## config.mk

```make
export PLATFORM = sky130hd
export DESIGN_NAME = crcrm_regmap
export DESIGN_NICKNAME = d
export VERILOG_FILES = /design/src/logic/crcrm_regmap.v /design/src/logic/crcrm_chan_ctl.v
export VERILOG_INCLUDE_DIRS = /design/src /design/src/logic
export SDC_FILE = /design/constraint.sdc
export NUM_CORES = 1
export LEC_CHECK = 0
export BUFFER_PORTS_ARGS = -buffer_cell sky130_fd_sc_hd__buf_2
export CAP_MARGIN = 20
export CORE_MARGIN = 2
export CORE_UTILIZATION = 24
export DETAILED_ROUTE_END_ITERATION = 12
export HOLD_SLACK_MARGIN = 0.1
export PLACE_DENSITY = 0.47
export SYNTH_ARGS = -nofsm -noshare
export SYNTH_HDL_FRONTEND = slang
export SYNTH_SLANG_ARGS = --single-unit
```

## constraint.sdc

```tcl
create_clock -name clock -period 2.2 [get_ports clock]
set_input_delay 0.44 -clock clock [delete_from_list [all_inputs] [get_ports clock]]
set_output_delay 0.44 -clock clock [all_outputs]
set_load 0.01 [all_outputs]
```

## src/logic/crcrm_consts.vh

```
// constants for the crc command and register map block
`ifndef CRCRM_CONSTS_VH
`define CRCRM_CONSTS_VH

// ==========================================================
// register numbers inside one channel (address bits 3..0)
`define CRCRM_CMD_REG       4'h0
`define CRCRM_VEC_REG       4'h2
`define CRCRM_RXPAR_REG     4'h3
`define CRCRM_MODE_REG      4'h4
`define CRCRM_TXPAR_REG     4'h5
`define CRCRM_EXTF_REG      4'h7
`define CRCRM_MIR_REG       4'h9
`define CRCRM_MISC_REG      4'ha
`define CRCRM_EXTEN_REG     4'hf
// read numbers
`define CRCRM_RD_STATUS     4'h0
`define CRCRM_RD_VECTOR     4'h2
`define CRCRM_RD_PENDING    4'h3
`define CRCRM_RD_MODE       4'h4
`define CRCRM_RD_TXPAR      4'h5
`define CRCRM_RD_FCLO       4'h6
`define CRCRM_RD_FCHI       4'h7
`define CRCRM_RD_RXPAR      4'h9
`define CRCRM_RD_MISC       4'hb
`define CRCRM_RD_BAUDLO     4'hc
`define CRCRM_RD_BAUDHI     4'hd
`define CRCRM_RD_EXTF       4'he
// address bit that selects channel a
`define CRCRM_CHAN_A_BIT    4

// ==========================================================
// command register fields
`define CRCRM_CRC_NULL      2'h0
`define CRCRM_CRC_RXRST     2'h1
`define CRCRM_CRC_TXRST     2'h2
`define CRCRM_CRC_EOMRST    2'h3
`define CRCRM_CMD_EXTRST    3'h2

// ==========================================================
// bit positions
`define CRCRM_RXEN_BIT      0
`define CRCRM_TXEN_BIT      3
`define CRCRM_ABORT_UR_BIT  2
`define CRCRM_AUTOEOM_BIT   1
`define CRCRM_EXTRD_BIT     6
`define CRCRM_PRIME_BIT     0
`define CRCRM_FIFOEN_BIT    2
`define CRCRM_EOM_STAT_BIT  6
`define CRCRM_SDLC_MODE     8'h20
`define CRCRM_SDLC_MASK     8'h30
// master interrupt register reset commands (bits 7..6)
`define CRCRM_RST_CHB       2'h1
`define CRCRM_RST_CHA       2'h2
`define CRCRM_RST_HW        2'h3

// ==========================================================
// vector status codes for bits 3..1
`define CRCRM_VIS_EXTB      3'h1
`define CRCRM_VIS_NONE      3'h3
`define CRCRM_VIS_EXTA      3'h5
// pending register bit positions
`define CRCRM_PEND_EXTB     0
`define CRCRM_PEND_EXTA     3

`endif

```

## src/logic/crcrm_regmap.v

```verilog
// register map of both channels with crc command decoding
//
// Local design decisions: the plain strobed port and the placing of the registers.
`timescale 1ns/10ps
//
// Operation
// - crc field 00 causes no crc action
// - crc field 01 initialises the receive crc checker
// - disabling the receiver initialises the receive crc checker
// - in sdlc mode the receive checker resets automatically
// - crc field 10 initialises the transmit crc generator
// - channel reset leaves the transmit crc generator alone
// - auto end_of_message reset option resets the generator by itself
// - field 11 resets the latch; underrun then appends crc
// - sdlc with abort on underrun sends abort and flag instead
// - latch is set when crc transmission begins
// - latch reset is ignored while the transmitter is disabled
// - that ignored reset raises ext status with underrun bit clear
// - master interrupt and vector registers shared by both channels
// - vector readback modified on channel b, raw on channel a
// - pending bits register readable through channel a only
// - extended read bit exposes five write registers for readback
// - frame count registers visible only with frame fifo in sdlc
// - absent reserved bits read zero, present ones read back
// - each channel holds 10 control, 2 sync and 2 baud registers
// - command code 010 re-enables latched external status
module crcrm_regmap #(
   parameter ADDR_W = 5
) (
   input  wire              clock,
   input  wire              arst_n,
   input  wire [ADDR_W-1:0] addr,
   input  wire [7:0]        wrData,
   input  wire              wrStb,
   input  wire              rdStb,
   output reg  [7:0]        rdData_r,
   input  wire [1:0]        txUnderrun,
   input  wire [1:0]        crcTxStart,
   input  wire [1:0]        txFrameEnd,
   input  wire [1:0]        rxFrameEnd,
   input  wire [1:0]        extEvent,
   input  wire [15:0]       frameCountA,
   input  wire [15:0]       frameCountB,
   output reg  [1:0]        rxCrcInit_r,
   output reg  [1:0]        txCrcInit_r,
   output reg  [1:0]        appendCrc_r,
   output reg  [1:0]        sendAbort_r,
   output reg  [1:0]        eomLatch_r,
   output reg  [1:0]        extPending_r
);
`include "crcrm_consts.vh"

   // ==========================================================
   // write register storage
   // index {chanA, regNum}; 2 and 9 are held once for both channels
   reg  [7:0] wregs [0:31];
   reg  [7:0] vector_r;
   reg  [7:0] masterIntr_r;
   reg  [7:0] extFeat_r [0:1];
   integer    i;

   wire       chanA   = addr[`CRCRM_CHAN_A_BIT];
   wire [3:0] regNum  = addr[3:0];
   wire [4:0] wIdx    = {chanA, regNum};
   // prime register is reached at 7 while the enable bit is set
   wire       primeSel = wregs[{chanA, `CRCRM_EXTEN_REG}][`CRCRM_PRIME_BIT];
   wire       hwReset  = wrStb && regNum == `CRCRM_MIR_REG &&
                         wrData[7:6] == `CRCRM_RST_HW;
   wire [1:0] chanRst;

   assign chanRst[1] = hwReset || (wrStb && regNum == `CRCRM_MIR_REG &&
                                   wrData[7:6] == `CRCRM_RST_CHA);
   assign chanRst[0] = hwReset || (wrStb && regNum == `CRCRM_MIR_REG &&
                                   wrData[7:6] == `CRCRM_RST_CHB);

   always @(posedge clock or negedge arst_n) begin
      if (!arst_n) begin
         for (i = 0; i < 32; i = i + 1)
            wregs[i] <= 8'h00;
         vector_r      <= 8'h00;
         masterIntr_r  <= 8'h00;
         extFeat_r[0]  <= 8'h00;
         extFeat_r[1]  <= 8'h00;
      end else begin
         // channel reset clears that channel's bank, disabling rx and tx
         for (i = 0; i < 16; i = i + 1) begin
            if (chanRst[0])
               wregs[i] <= 8'h00;
            if (chanRst[1])
               wregs[i + 16] <= 8'h00;
         end
         if (hwReset)
            vector_r <= 8'h00;
         if (wrStb) begin
            case (regNum)
               `CRCRM_VEC_REG: vector_r <= wrData;
               `CRCRM_MIR_REG: masterIntr_r <= {2'h0, wrData[5:0]};
               `CRCRM_CMD_REG: ;
               `CRCRM_EXTF_REG: begin
                  if (primeSel)
                     extFeat_r[chanA] <= wrData;
                  else
                     wregs[wIdx] <= wrData;
               end
               default: wregs[wIdx] <= wrData;
            endcase
         end
      end
   end

   // ==========================================================
   // per-channel control derived from the write registers
   wire [1:0] rxEn;
   wire [1:0] txEn;
   wire [1:0] sdlc;
   wire [1:0] abortUr;
   wire [1:0] autoEom;
   wire [1:0] cmdWr;
   wire [1:0] rxI;
   wire [1:0] txI;
   wire [1:0] apI;
   wire [1:0] abI;
   wire [1:0] eomI;
   wire [1:0] eomStat;
   wire [1:0] extI;
   wire       extRstCmd = wrData[5:3] == `CRCRM_CMD_EXTRST;

   genvar c;
   generate
      for (c = 0; c < 2; c = c + 1) begin : g_chan
         assign rxEn[c]    = wregs[{c[0], `CRCRM_RXPAR_REG}][`CRCRM_RXEN_BIT];
         assign txEn[c]    = wregs[{c[0], `CRCRM_TXPAR_REG}][`CRCRM_TXEN_BIT];
         assign sdlc[c]    = (wregs[{c[0], `CRCRM_MODE_REG}] &
                              `CRCRM_SDLC_MASK) == `CRCRM_SDLC_MODE;
         assign abortUr[c] =
                wregs[{c[0], `CRCRM_MISC_REG}][`CRCRM_ABORT_UR_BIT];
         assign autoEom[c] = extFeat_r[c][`CRCRM_AUTOEOM_BIT];
         assign cmdWr[c]   = wrStb && regNum == `CRCRM_CMD_REG &&
                             chanA == c[0];

         crcrm_chan_ctl u_ctl (
            .clock           (clock),
            .arst_n          (arst_n),
            .chanReset       (chanRst[c]),
            .cmdWr           (cmdWr[c]),
            .crcCode         (wrData[7:6]),
            .extResetCmd     (extRstCmd),
            .rxEnabled       (rxEn[c]),
            .txEnabled       (txEn[c]),
            .sdlcMode        (sdlc[c]),
            .abortOnUnderrun (abortUr[c]),
            .autoEomReset    (autoEom[c]),
            .txUnderrun      (txUnderrun[c]),
            .crcTxStart      (crcTxStart[c]),
            .txFrameEnd      (txFrameEnd[c]),
            .rxFrameEnd      (rxFrameEnd[c]),
            .extEvent        (extEvent[c]),
            .rxCrcInit_r     (rxI[c]),
            .txCrcInit_r     (txI[c]),
            .appendCrc_r     (apI[c]),
            .sendAbort_r     (abI[c]),
            .eomLatch_r      (eomI[c]),
            .eomStatus_r     (eomStat[c]),
            .extPending_r    (extI[c])
         );
      end
   endgenerate

   // outputs pass through one more flop so every top output is registered
   always @(posedge clock or negedge arst_n) begin
      if (!arst_n) begin
         rxCrcInit_r  <= 2'h0;
         txCrcInit_r  <= 2'h0;
         appendCrc_r  <= 2'h0;
         sendAbort_r  <= 2'h0;
         eomLatch_r   <= 2'h3;
         extPending_r <= 2'h0;
      end else begin
         rxCrcInit_r  <= rxI;
         txCrcInit_r  <= txI;
         appendCrc_r  <= apI;
         sendAbort_r  <= abI;
         eomLatch_r   <= eomI;
         extPending_r <= extI;
      end
   end

   // ==========================================================
   // read path
   reg  [7:0] rdNxt;
   reg  [2:0] visCode;
   wire       chanSel   = chanA;
   wire       extRead   = extFeat_r[chanSel][`CRCRM_EXTRD_BIT];
   wire       fifoOn    = wregs[{chanSel, `CRCRM_EXTEN_REG}]
                                 [`CRCRM_FIFOEN_BIT] && sdlc[chanSel];
   wire [7:0] pending;

   // only the external/status pending bits live here; the rest read zero
   assign pending = {4'h0, extI[1], 2'h0, extI[0]};

   always @* begin
      if (extI[1])
         visCode = `CRCRM_VIS_EXTA;
      else if (extI[0])
         visCode = `CRCRM_VIS_EXTB;
      else
         visCode = `CRCRM_VIS_NONE;
   end

   always @* begin
      rdNxt = 8'h00;
      case (regNum)
         `CRCRM_RD_STATUS:
            rdNxt[`CRCRM_EOM_STAT_BIT] = eomStat[chanSel];
         `CRCRM_RD_VECTOR: begin
            if (chanA)
               rdNxt = vector_r;
            else
               rdNxt = {vector_r[7:4], visCode, vector_r[0]};
         end
         `CRCRM_RD_PENDING:
            if (chanA)
               rdNxt = pending;
         `CRCRM_RD_MODE:
            if (extRead)
               rdNxt = wregs[{chanSel, `CRCRM_MODE_REG}];
         `CRCRM_RD_TXPAR:
            if (extRead)
               rdNxt = wregs[{chanSel, `CRCRM_TXPAR_REG}];
         `CRCRM_RD_RXPAR:
            if (extRead)
               rdNxt = wregs[{chanSel, `CRCRM_RXPAR_REG}];
         `CRCRM_RD_MISC:
            if (extRead)
               rdNxt = wregs[{chanSel, `CRCRM_MISC_REG}];
         `CRCRM_RD_EXTF:
            if (extRead)
               rdNxt = extFeat_r[chanSel];
         `CRCRM_RD_FCLO:
            if (fifoOn)
               rdNxt = chanA ? frameCountA[7:0] : frameCountB[7:0];
         `CRCRM_RD_FCHI:
            if (fifoOn)
               rdNxt = chanA ? frameCountA[15:8] : frameCountB[15:8];
         `CRCRM_RD_BAUDLO:
            rdNxt = wregs[{chanSel, 4'hc}];
         `CRCRM_RD_BAUDHI:
            rdNxt = wregs[{chanSel, 4'hd}];
         default:
            rdNxt = 8'h00;
      endcase
   end

   // read data stand one cycle, zero otherwise
   always @(posedge clock or negedge arst_n) begin
      if (!arst_n)
         rdData_r <= 8'h00;
      else if (rdStb)
         rdData_r <= rdNxt;
      else
         rdData_r <= 8'h00;
   end

endmodule // crcrm_regmap

```

## src/logic/crcrm_chan_ctl.v

```verilog
// per-channel crc reset, underrun/end_of_message latch and ext status
`timescale 1ns/10ps
module crcrm_chan_ctl (
   input  wire       clock,
   input  wire       arst_n,
   input  wire       chanReset,
   input  wire       cmdWr,
   input  wire [1:0] crcCode,
   input  wire       extResetCmd,
   input  wire       rxEnabled,
   input  wire       txEnabled,
   input  wire       sdlcMode,
   input  wire       abortOnUnderrun,
   input  wire       autoEomReset,
   input  wire       txUnderrun,
   input  wire       crcTxStart,
   input  wire       txFrameEnd,
   input  wire       rxFrameEnd,
   input  wire       extEvent,
   output reg        rxCrcInit_r,
   output reg        txCrcInit_r,
   output reg        appendCrc_r,
   output reg        sendAbort_r,
   output reg        eomLatch_r,
   output reg        eomStatus_r,
   output reg        extPending_r
);
`include "crcrm_consts.vh"

   reg  rxEnPrev_r;
   wire eomRstCmd = cmdWr && (crcCode == `CRCRM_CRC_EOMRST);
   // latch reset while the transmitter is off raises ext status instead
   wire eomIdleEvt = eomRstCmd && !txEnabled &&
                     (!extPending_r || extResetCmd);
   wire underrunEvt = txUnderrun && !eomLatch_r;

   // ==========================================================
   // crc initialise strobes
   always @(posedge clock or negedge arst_n) begin
      if (!arst_n) begin
         rxCrcInit_r <= 1'b0;
         txCrcInit_r <= 1'b0;
         rxEnPrev_r  <= 1'b0;
      end else begin
         rxEnPrev_r  <= rxEnabled;
         // code 00 falls through every term below
         rxCrcInit_r <= (cmdWr && crcCode == `CRCRM_CRC_RXRST)
                     || (rxEnPrev_r && !rxEnabled)
                     || (sdlcMode && rxFrameEnd);
         // channel reset is absent here on purpose
         txCrcInit_r <= (cmdWr && crcCode == `CRCRM_CRC_TXRST)
                     || (autoEomReset && txFrameEnd);
      end
   end

   // ==========================================================
   // underrun/end_of_message latch and its underrun reaction
   always @(posedge clock or negedge arst_n) begin
      if (!arst_n) begin
         eomLatch_r  <= 1'b1;
         appendCrc_r <= 1'b0;
         sendAbort_r <= 1'b0;
      end else begin
         // start of crc wins over a reset issued in the same cycle
         if (crcTxStart)
            eomLatch_r <= 1'b1;
         else if (eomRstCmd && txEnabled)
            eomLatch_r <= 1'b0;
         appendCrc_r <= underrunEvt &&
                        !(sdlcMode && abortOnUnderrun);
         sendAbort_r <= underrunEvt && sdlcMode && abortOnUnderrun;
      end
   end

   // ==========================================================
   // external/status pending flag and latched underrun status bit
   always @(posedge clock or negedge arst_n) begin
      if (!arst_n) begin
         extPending_r <= 1'b0;
         eomStatus_r  <= 1'b1;
      end else begin
         if (extEvent || eomIdleEvt) begin
            extPending_r <= 1'b1;
            if (eomIdleEvt)
               eomStatus_r <= 1'b0;
            else
               eomStatus_r <= eomLatch_r;
         end else if ((cmdWr && extResetCmd) || chanReset) begin
            extPending_r <= 1'b0;
            eomStatus_r  <= eomLatch_r;
         end else if (!extPending_r) begin
            eomStatus_r  <= eomLatch_r;
         end
      end
   end

endmodule // crcrm_chan_ctl

```

# == After elaboration in Yosys (flattened, before gate mapping) ==
# Index checks and enable logic that the tools add are counted.
# W data, S select, Z words.
# op_classes
magnitude_cmp,12
n_eq_ne,19
muxes,105
n_bitwise,10
n_reduce_logical,71
# ops
cell,n
$mux W256,2
$pmux W256 S2,1
$mux W8,62
$bmux W8 S5,7
$bwmux W256,1
$pmux W6 S11,1
$ge A6 B6 Y1 const B,8
$not A5 Y6,8
$demux W8 S5,1
$logic_and A1 B1 Y1,40
$eq A4 B4 Y1 const B,5
$mux W1,20
$bwmux W16,1
$eq A4 B3 Y1 const B,4
$logic_or A1 B1 Y1,14
$pmux W1 S12,1
$pmux W1 S11,1
$logic_not A1 Y1,10
$mux W3,3
$demux W8 S1,1
$eq A2 B2 Y1 const B,4
$eq A4 B2 Y1 const B,2
$mux W4,2
$reduce_bool A2 Y1,4
13 further kinds,14
# word_totals
ff_bits,316
input_bits,59
wordCells,275

# == Depth between registers and ports, before layout ==
# logic_depth
depth_word,9
depth_mapped,7
depth_no_buf,5

# == By module ==
# Synthesis repeated with hierarchy kept, for this count alone.
# hier_totals
hier_cells,748
area_unflattened_um2,7758.7
# modules_own_cells
mod,instances,cells_each,area_each_um2,seq_area_each_um2
crcrm_regmap,1,688,7073.0,3606.0
crcrm_chan_ctl,2,30,342.8,202.7

# == Worst setup path before layout ==
# Ideal clock, no wire load.
# synth_timing
path_type,input to register
start,input port wrData[5]
end,register g_chan[0].u_ctl.eomStatus_r
arrival_time_ns,1.692
required_time_ns,2.118
path_slack_ns,0.426
path_stages,5
path_buffers,1
cell_sequence,buf_2 -> or3b_4 -> a2111oi_2 -> nor2b_1 -> mux2_2
# synth_between
elab_chain_cells,5
elab_cells_between_ends,10
cone_classes,2 x eq/ne; 3 x mux; 5 x reduce/logical
# synth_rtl
item,line,rtl
"start, declared",crcrm_regmap.v:33,"input wire [7:0] wrData,"
$eq A3 B2 Y1 (no source line) (*),-,
$logic_or A1 B1 Y1 or $logic_and A1 B1 Y1 (tied branches),"crcrm_chan_ctl.v:34, crcrm_chan_ctl.v:88",
$logic_and A1 B1 Y1 or $logic_or A1 B1 Y1 (tied branches),"crcrm_chan_ctl.v:33, crcrm_chan_ctl.v:88",
$logic_or A1 B1 Y1 (tied with other cells),crcrm_chan_ctl.v:82,if (extEvent || eomIdleEvt) begin
$ne A3 B3 Y1 (no source line) or $mux W1 (tied branches),-,
"end signal, assigned",crcrm_chan_ctl.v:87,eomStatus_r <= eomLatch_r;
"end signal, assigned",crcrm_chan_ctl.v:90,eomStatus_r <= eomLatch_r;
"end signal, assigned",crcrm_chan_ctl.v:92,eomStatus_r <= eomLatch_r;
"end, declared",crcrm_chan_ctl.v:25,"output reg eomStatus_r,"
# Every way passes the cells marked *; elsewhere a longest branch is shown, timed or not.
# A chain may end at the register's enable or synchronous reset.

# == Worst setup path in the final report ==
# layout_timing
start,register wregs[220] in the netlist's numbering
end,register rdData_r[7]
# layout_between
elab_chain_cells,7
elab_cells_between_ends,8
cone_classes,1 x eq/ne; 6 x mux; 1 x reduce/logical
# layout_rtl
item,line,rtl
"start, declared",crcrm_regmap.v:56,reg [7:0] wregs [0:31];
"start signal, assigned by index",crcrm_regmap.v:103,wregs[wIdx] <= wrData;
"start signal, assigned by index",crcrm_regmap.v:105,default: wregs[wIdx] <= wrData;
$eq A2 B2 Y1 (no source line) (*),-,
$mux W1 (not written as such) (*) (2 in a row),crcrm_regmap.v:195,[`CRCRM_FIFOEN_BIT] && sdlc[chanSel];
$logic_and A1 B1 Y1 (*),crcrm_regmap.v:194,"wire fifoOn = wregs[{chanSel, `CRCRM_EXTEN_REG}]"
"$mux W8, on equally long branches","crcrm_regmap.v:243, crcrm_regmap.v:240",
$pmux W1 S11 (*),crcrm_regmap.v:212,case (regNum)
$mux W8 (*),crcrm_regmap.v:258,else if (rdStb)
"end signal, assigned",crcrm_regmap.v:259,rdData_r <= rdNxt;
"end, declared",crcrm_regmap.v:36,"output reg [7:0] rdData_r,"
# Every way passes the cells marked *; elsewhere a longest branch is shown, timed or not. The select of a mux whose other input is x is not followed.

==> key figures <==
CTS
  • Clock slew at reported path FFs: 0.08 ns
  • Clock Sinks: 160
  • Total CTS buffers: 17
  • # resized after CTS: 0
  • Post-CTS Repair Setup Buffers: 0
  • Clock latency on the worst-skew pair: 0.44 ns
  • Bufs on Longest Clock Path: 2
  • Hold_buf cts: 1
  • CTS HTree Levels: 4
  • Clock root cell: clkbuf_16
  • CTS tree: done

Placed design
  • Cell Count Post-Placement: 1234
  • IO buf count: 78
  • DP Wirelength: 18100 um
  • GP Congestion: 0.871
  • Post-Place Worst Slack: -0.0804 ns

Final layout
  • Nets@finish: 911
  • Layout cells sized above 1: 25.4%
  • Area Growth Syn to Fin: 22.4%
  • Non-Filler Instances: 1269
  • Fillers: 3270

Critical path
  • CP arrival: 2.31 ns
  • Cell Chain, Critical Path: nor2b_1, nand2_1, o21ai_1, buf_4, a221oi_1, a311oi_1
  • R2R Path Start: wregs[220]
  • Startpoint types: flip-flop
  • Setup CP Type: flip-flop to flip-flop
  • Crit end category: flip-flop
  • Critical R2R Capture: rdData_r[7]
  • CP max FO: 8
  • Critical path buffer and inverter count: 1
  • Setup slack, reg-to-reg: 0.18 ns
  • CP peak stage delay: 0.45 ns
  • Worst Reg2Reg Path Length in Cells: 6
  • Required time worst endpoint: 2.49 ns
  • Critical-path top delay cell: a311oi_1
  • Top cell family by delay on the critical path: compound AO/OA/AOI/OAI gates

Synthesis
  • Compound-Gate Fraction of Synth Area: 15.4%
  • Async SR Flop Fraction: 100%
  • Top cells by count, synth: nand2_1 (158), dfrtp_1 (154), o21ai_0 (49)
  • Count leader, synth: nand2_1
  • Mapped Nets: 802
  • Post-Synthesis Cells: 743
  • Synth top area cells: dfrtp_1 (50%), nand2_1 (7.7%), mux2i_1 (6.3%)
  • Largest family of logic cells by synthesized area: simple AND/OR/NAND/NOR gates
  • Ys Warns: 0
  • Yosys top cell area share: 50.1%
  • Adder-cell share of the synthesized area: 0%
  • Synth Area in XOR/XNOR: 0%
  • Sequential-to-total area share from yosys stat: 52.2%
  • Synth area leader: dfrtp_1
  • Post-synth cell types: 58
  • Syn_area_per_cell: 10.3 um^2
  • EDFF count, synth: 0
  • Mapped Area: 7690 um^2
  • Mux contribution to synthesized area: 10.8%
  • Synth Area in Simple Gates: 18.0%
  • Yosys reg bits: 160
  • Top FF cell, synth: dfrtp_1

Timing
  • Hold Fails Final Rpt: 0
  • RSZ-0062 raised after global routing: no
  • Hold WS: 0.176 ns
  • Min Tclk post-route: 2.02 ns
  • Clock skew: 0.0146 ns
  • Final Cycle Share: 91.9%
  • Actual slew at the worst max-slew pin: 0.564 ns
  • Final setup fails: 0
  • Relative slew slack: 62.2%
  • Fin worst setup slack: 0.177 ns
  • Pins over their slew limit: 0
  • Fmax: 494 MHz

Pwr
  • PwrDens: 790 nW/um^2
  • Leakage: 4.32 nW
  • Overall power: 7.43 mW
  • IR Drop Worst-Case VDD: 0.432 mV

Die
  • Die height: 183 um
  • Die Wd: 183 um
  • Die ar.: 33500 um^2
  • Initial Util: 24.4%
  • Core area: 31600 um^2
  • # rows: 65
  • IO Pins: 79

Detailed routing
  • DR pass1 iterations: 5
  • Avg Vias per Cell: 4.87
  • Initial detailed-routing violation count: 426
  • DR vias: 6184
  • Final WL: 25000 um
  • Antenna Nets Post-Route: 0
  • Residual DRC: 0
  • Wire per inst: 19.7 um

Global route
  • First-pass GRT wire length: 39000 um
  • Vias in the first global route: 6342
  • GR Overflow Total: 0
  • Tot GR Track Use: 15.5%
  • Largest net degree at the start of global routing: 63
  • Initial antenna violation count: 4

Hold path
  • Hold Path End: g_chan[1].u_ctl.eomLatch_r
  • Hold Path Stages: 2
  • Worst Hold Launch: crcTxStart[1]
  • Hold Path Class: input pin to flip-flop

Run status
  • Status: finished, final reports clean

Job
  • Max Cap Viol: 0
## where the power goes
part	switching [mW]	internal [mW]
registers	0.232	3.32
logic	0.546	0.447
clock network	1.36	1.52
total	2.14	5.29
## metrics by stage
stage / area, um^2 / setup TNS (ns) / utilization [%]
3_5_place_dp: 8830 / -0.189 / 28.0
6_report: 9410 / 0 / 29.8
4_1_cts: 9400 / 0 / 29.8
3_3_place_gp: 8830 / -0.168 / 28.0
5_1_grt: 9400 / 0 / 29.8
2_1_floorplan: 7690 / 0 / -
## final cells by class
| cell class | count | area, um^2 | share of cell area (%) |
|---|---|---|---|
| sequential | 160 | 4010 | 42.6 |
| multi-input combinational | 529 | 3390 | 36.1 |
| timing repair buffer | 140 | 917 | 9.75 |
| tap | 402 | 503 | 5.35 |
| clock buffer | 19 | 443 | 4.71 |
| clock inverter | 13 | 120 | 1.28 |
| inverter | 4 | 15.0 | 0.160 |
| antenna | 2 | 5.00 | 0.0532 |
## kinds of logic (layout without fill, tap and decap cells)
| group | count (synthesis) | count (layout) |
|---|---|---|
| DFF | 160 | 160 |
| buffers and inverters | 54 | 176 |
| and+or+nand+nor | 285 | 285 |
| other | 0 | 2 |
| muxes | 74 | 74 |
| AOI/OAI and AO/OA | 170 | 170 |
## sequential cells by signal, summed over array words and instances, names as in the netlist, 8 cells and up
register / cells
wregs: 94
vector_r: 8
rdData_r: 8
extFeat_r: 14
## worst reg2reg max path, stage by stage (launching register included)
cell,delay [ns]
dfrtp_1,0.41
nor2b_1,0.39
nand2_1,0.10
o21ai_1,0.15
buf_4,0.22
a221oi_1,0.16
a311oi_1,0.45
## placed cells by master, fill, tap and decap left out, drive strengths merged, types with 8 or more instances in the layout
| cell | Yosys | final |
|---|---|---|
| clkbuf | 18 | 19 |
| nor2 | 30 | 30 |
| inv | 4 | 13 |
| nor3 | 8 | 8 |
| mux2 | 21 | 21 |
| a221oi | 9 | 9 |
| mux2i | 48 | 48 |
| nand3 | 36 | 36 |
| a21oi | 10 | 10 |
| nand2 | 158 | 158 |
| o21ai | 56 | 56 |
| nor2b | 15 | 15 |
| dfrtp | 154 | 154 |
| o22ai | 19 | 19 |
| a22o | 39 | 39 |
| buf | 32 | 139 |
## metal layers
metal  global-route usage, %  share of wire, %
met4                    5.60               2.6
met3                    3.53               5.7
met2                    23.5                45
met5                       0             0.092
met1                    21.7                47
## worst max path at each step
| stage | start | end | slack (ns) | cells past startpoint |
|---|---|---|---|---|
| after floorplan | wrData[5] | g_chan[0].u_ctl.eomStatus_r | 0.43 | 5 |
| after global placement | addr[0] | rdData_r[1] | -0.07 | 6 |
| after detailed placement | addr[0] | rdData_r[1] | -0.08 | 6 |
| after CTS | wregs[220] | rdData_r[7] | 0.22 | 6 |
| after global routing | wregs[220] | rdData_r[7] | 0.13 | 6 |
| final | wregs[220] | rdData_r[7] | 0.18 | 6 |
No activity file was read; power rests on OpenSTA's default activity.
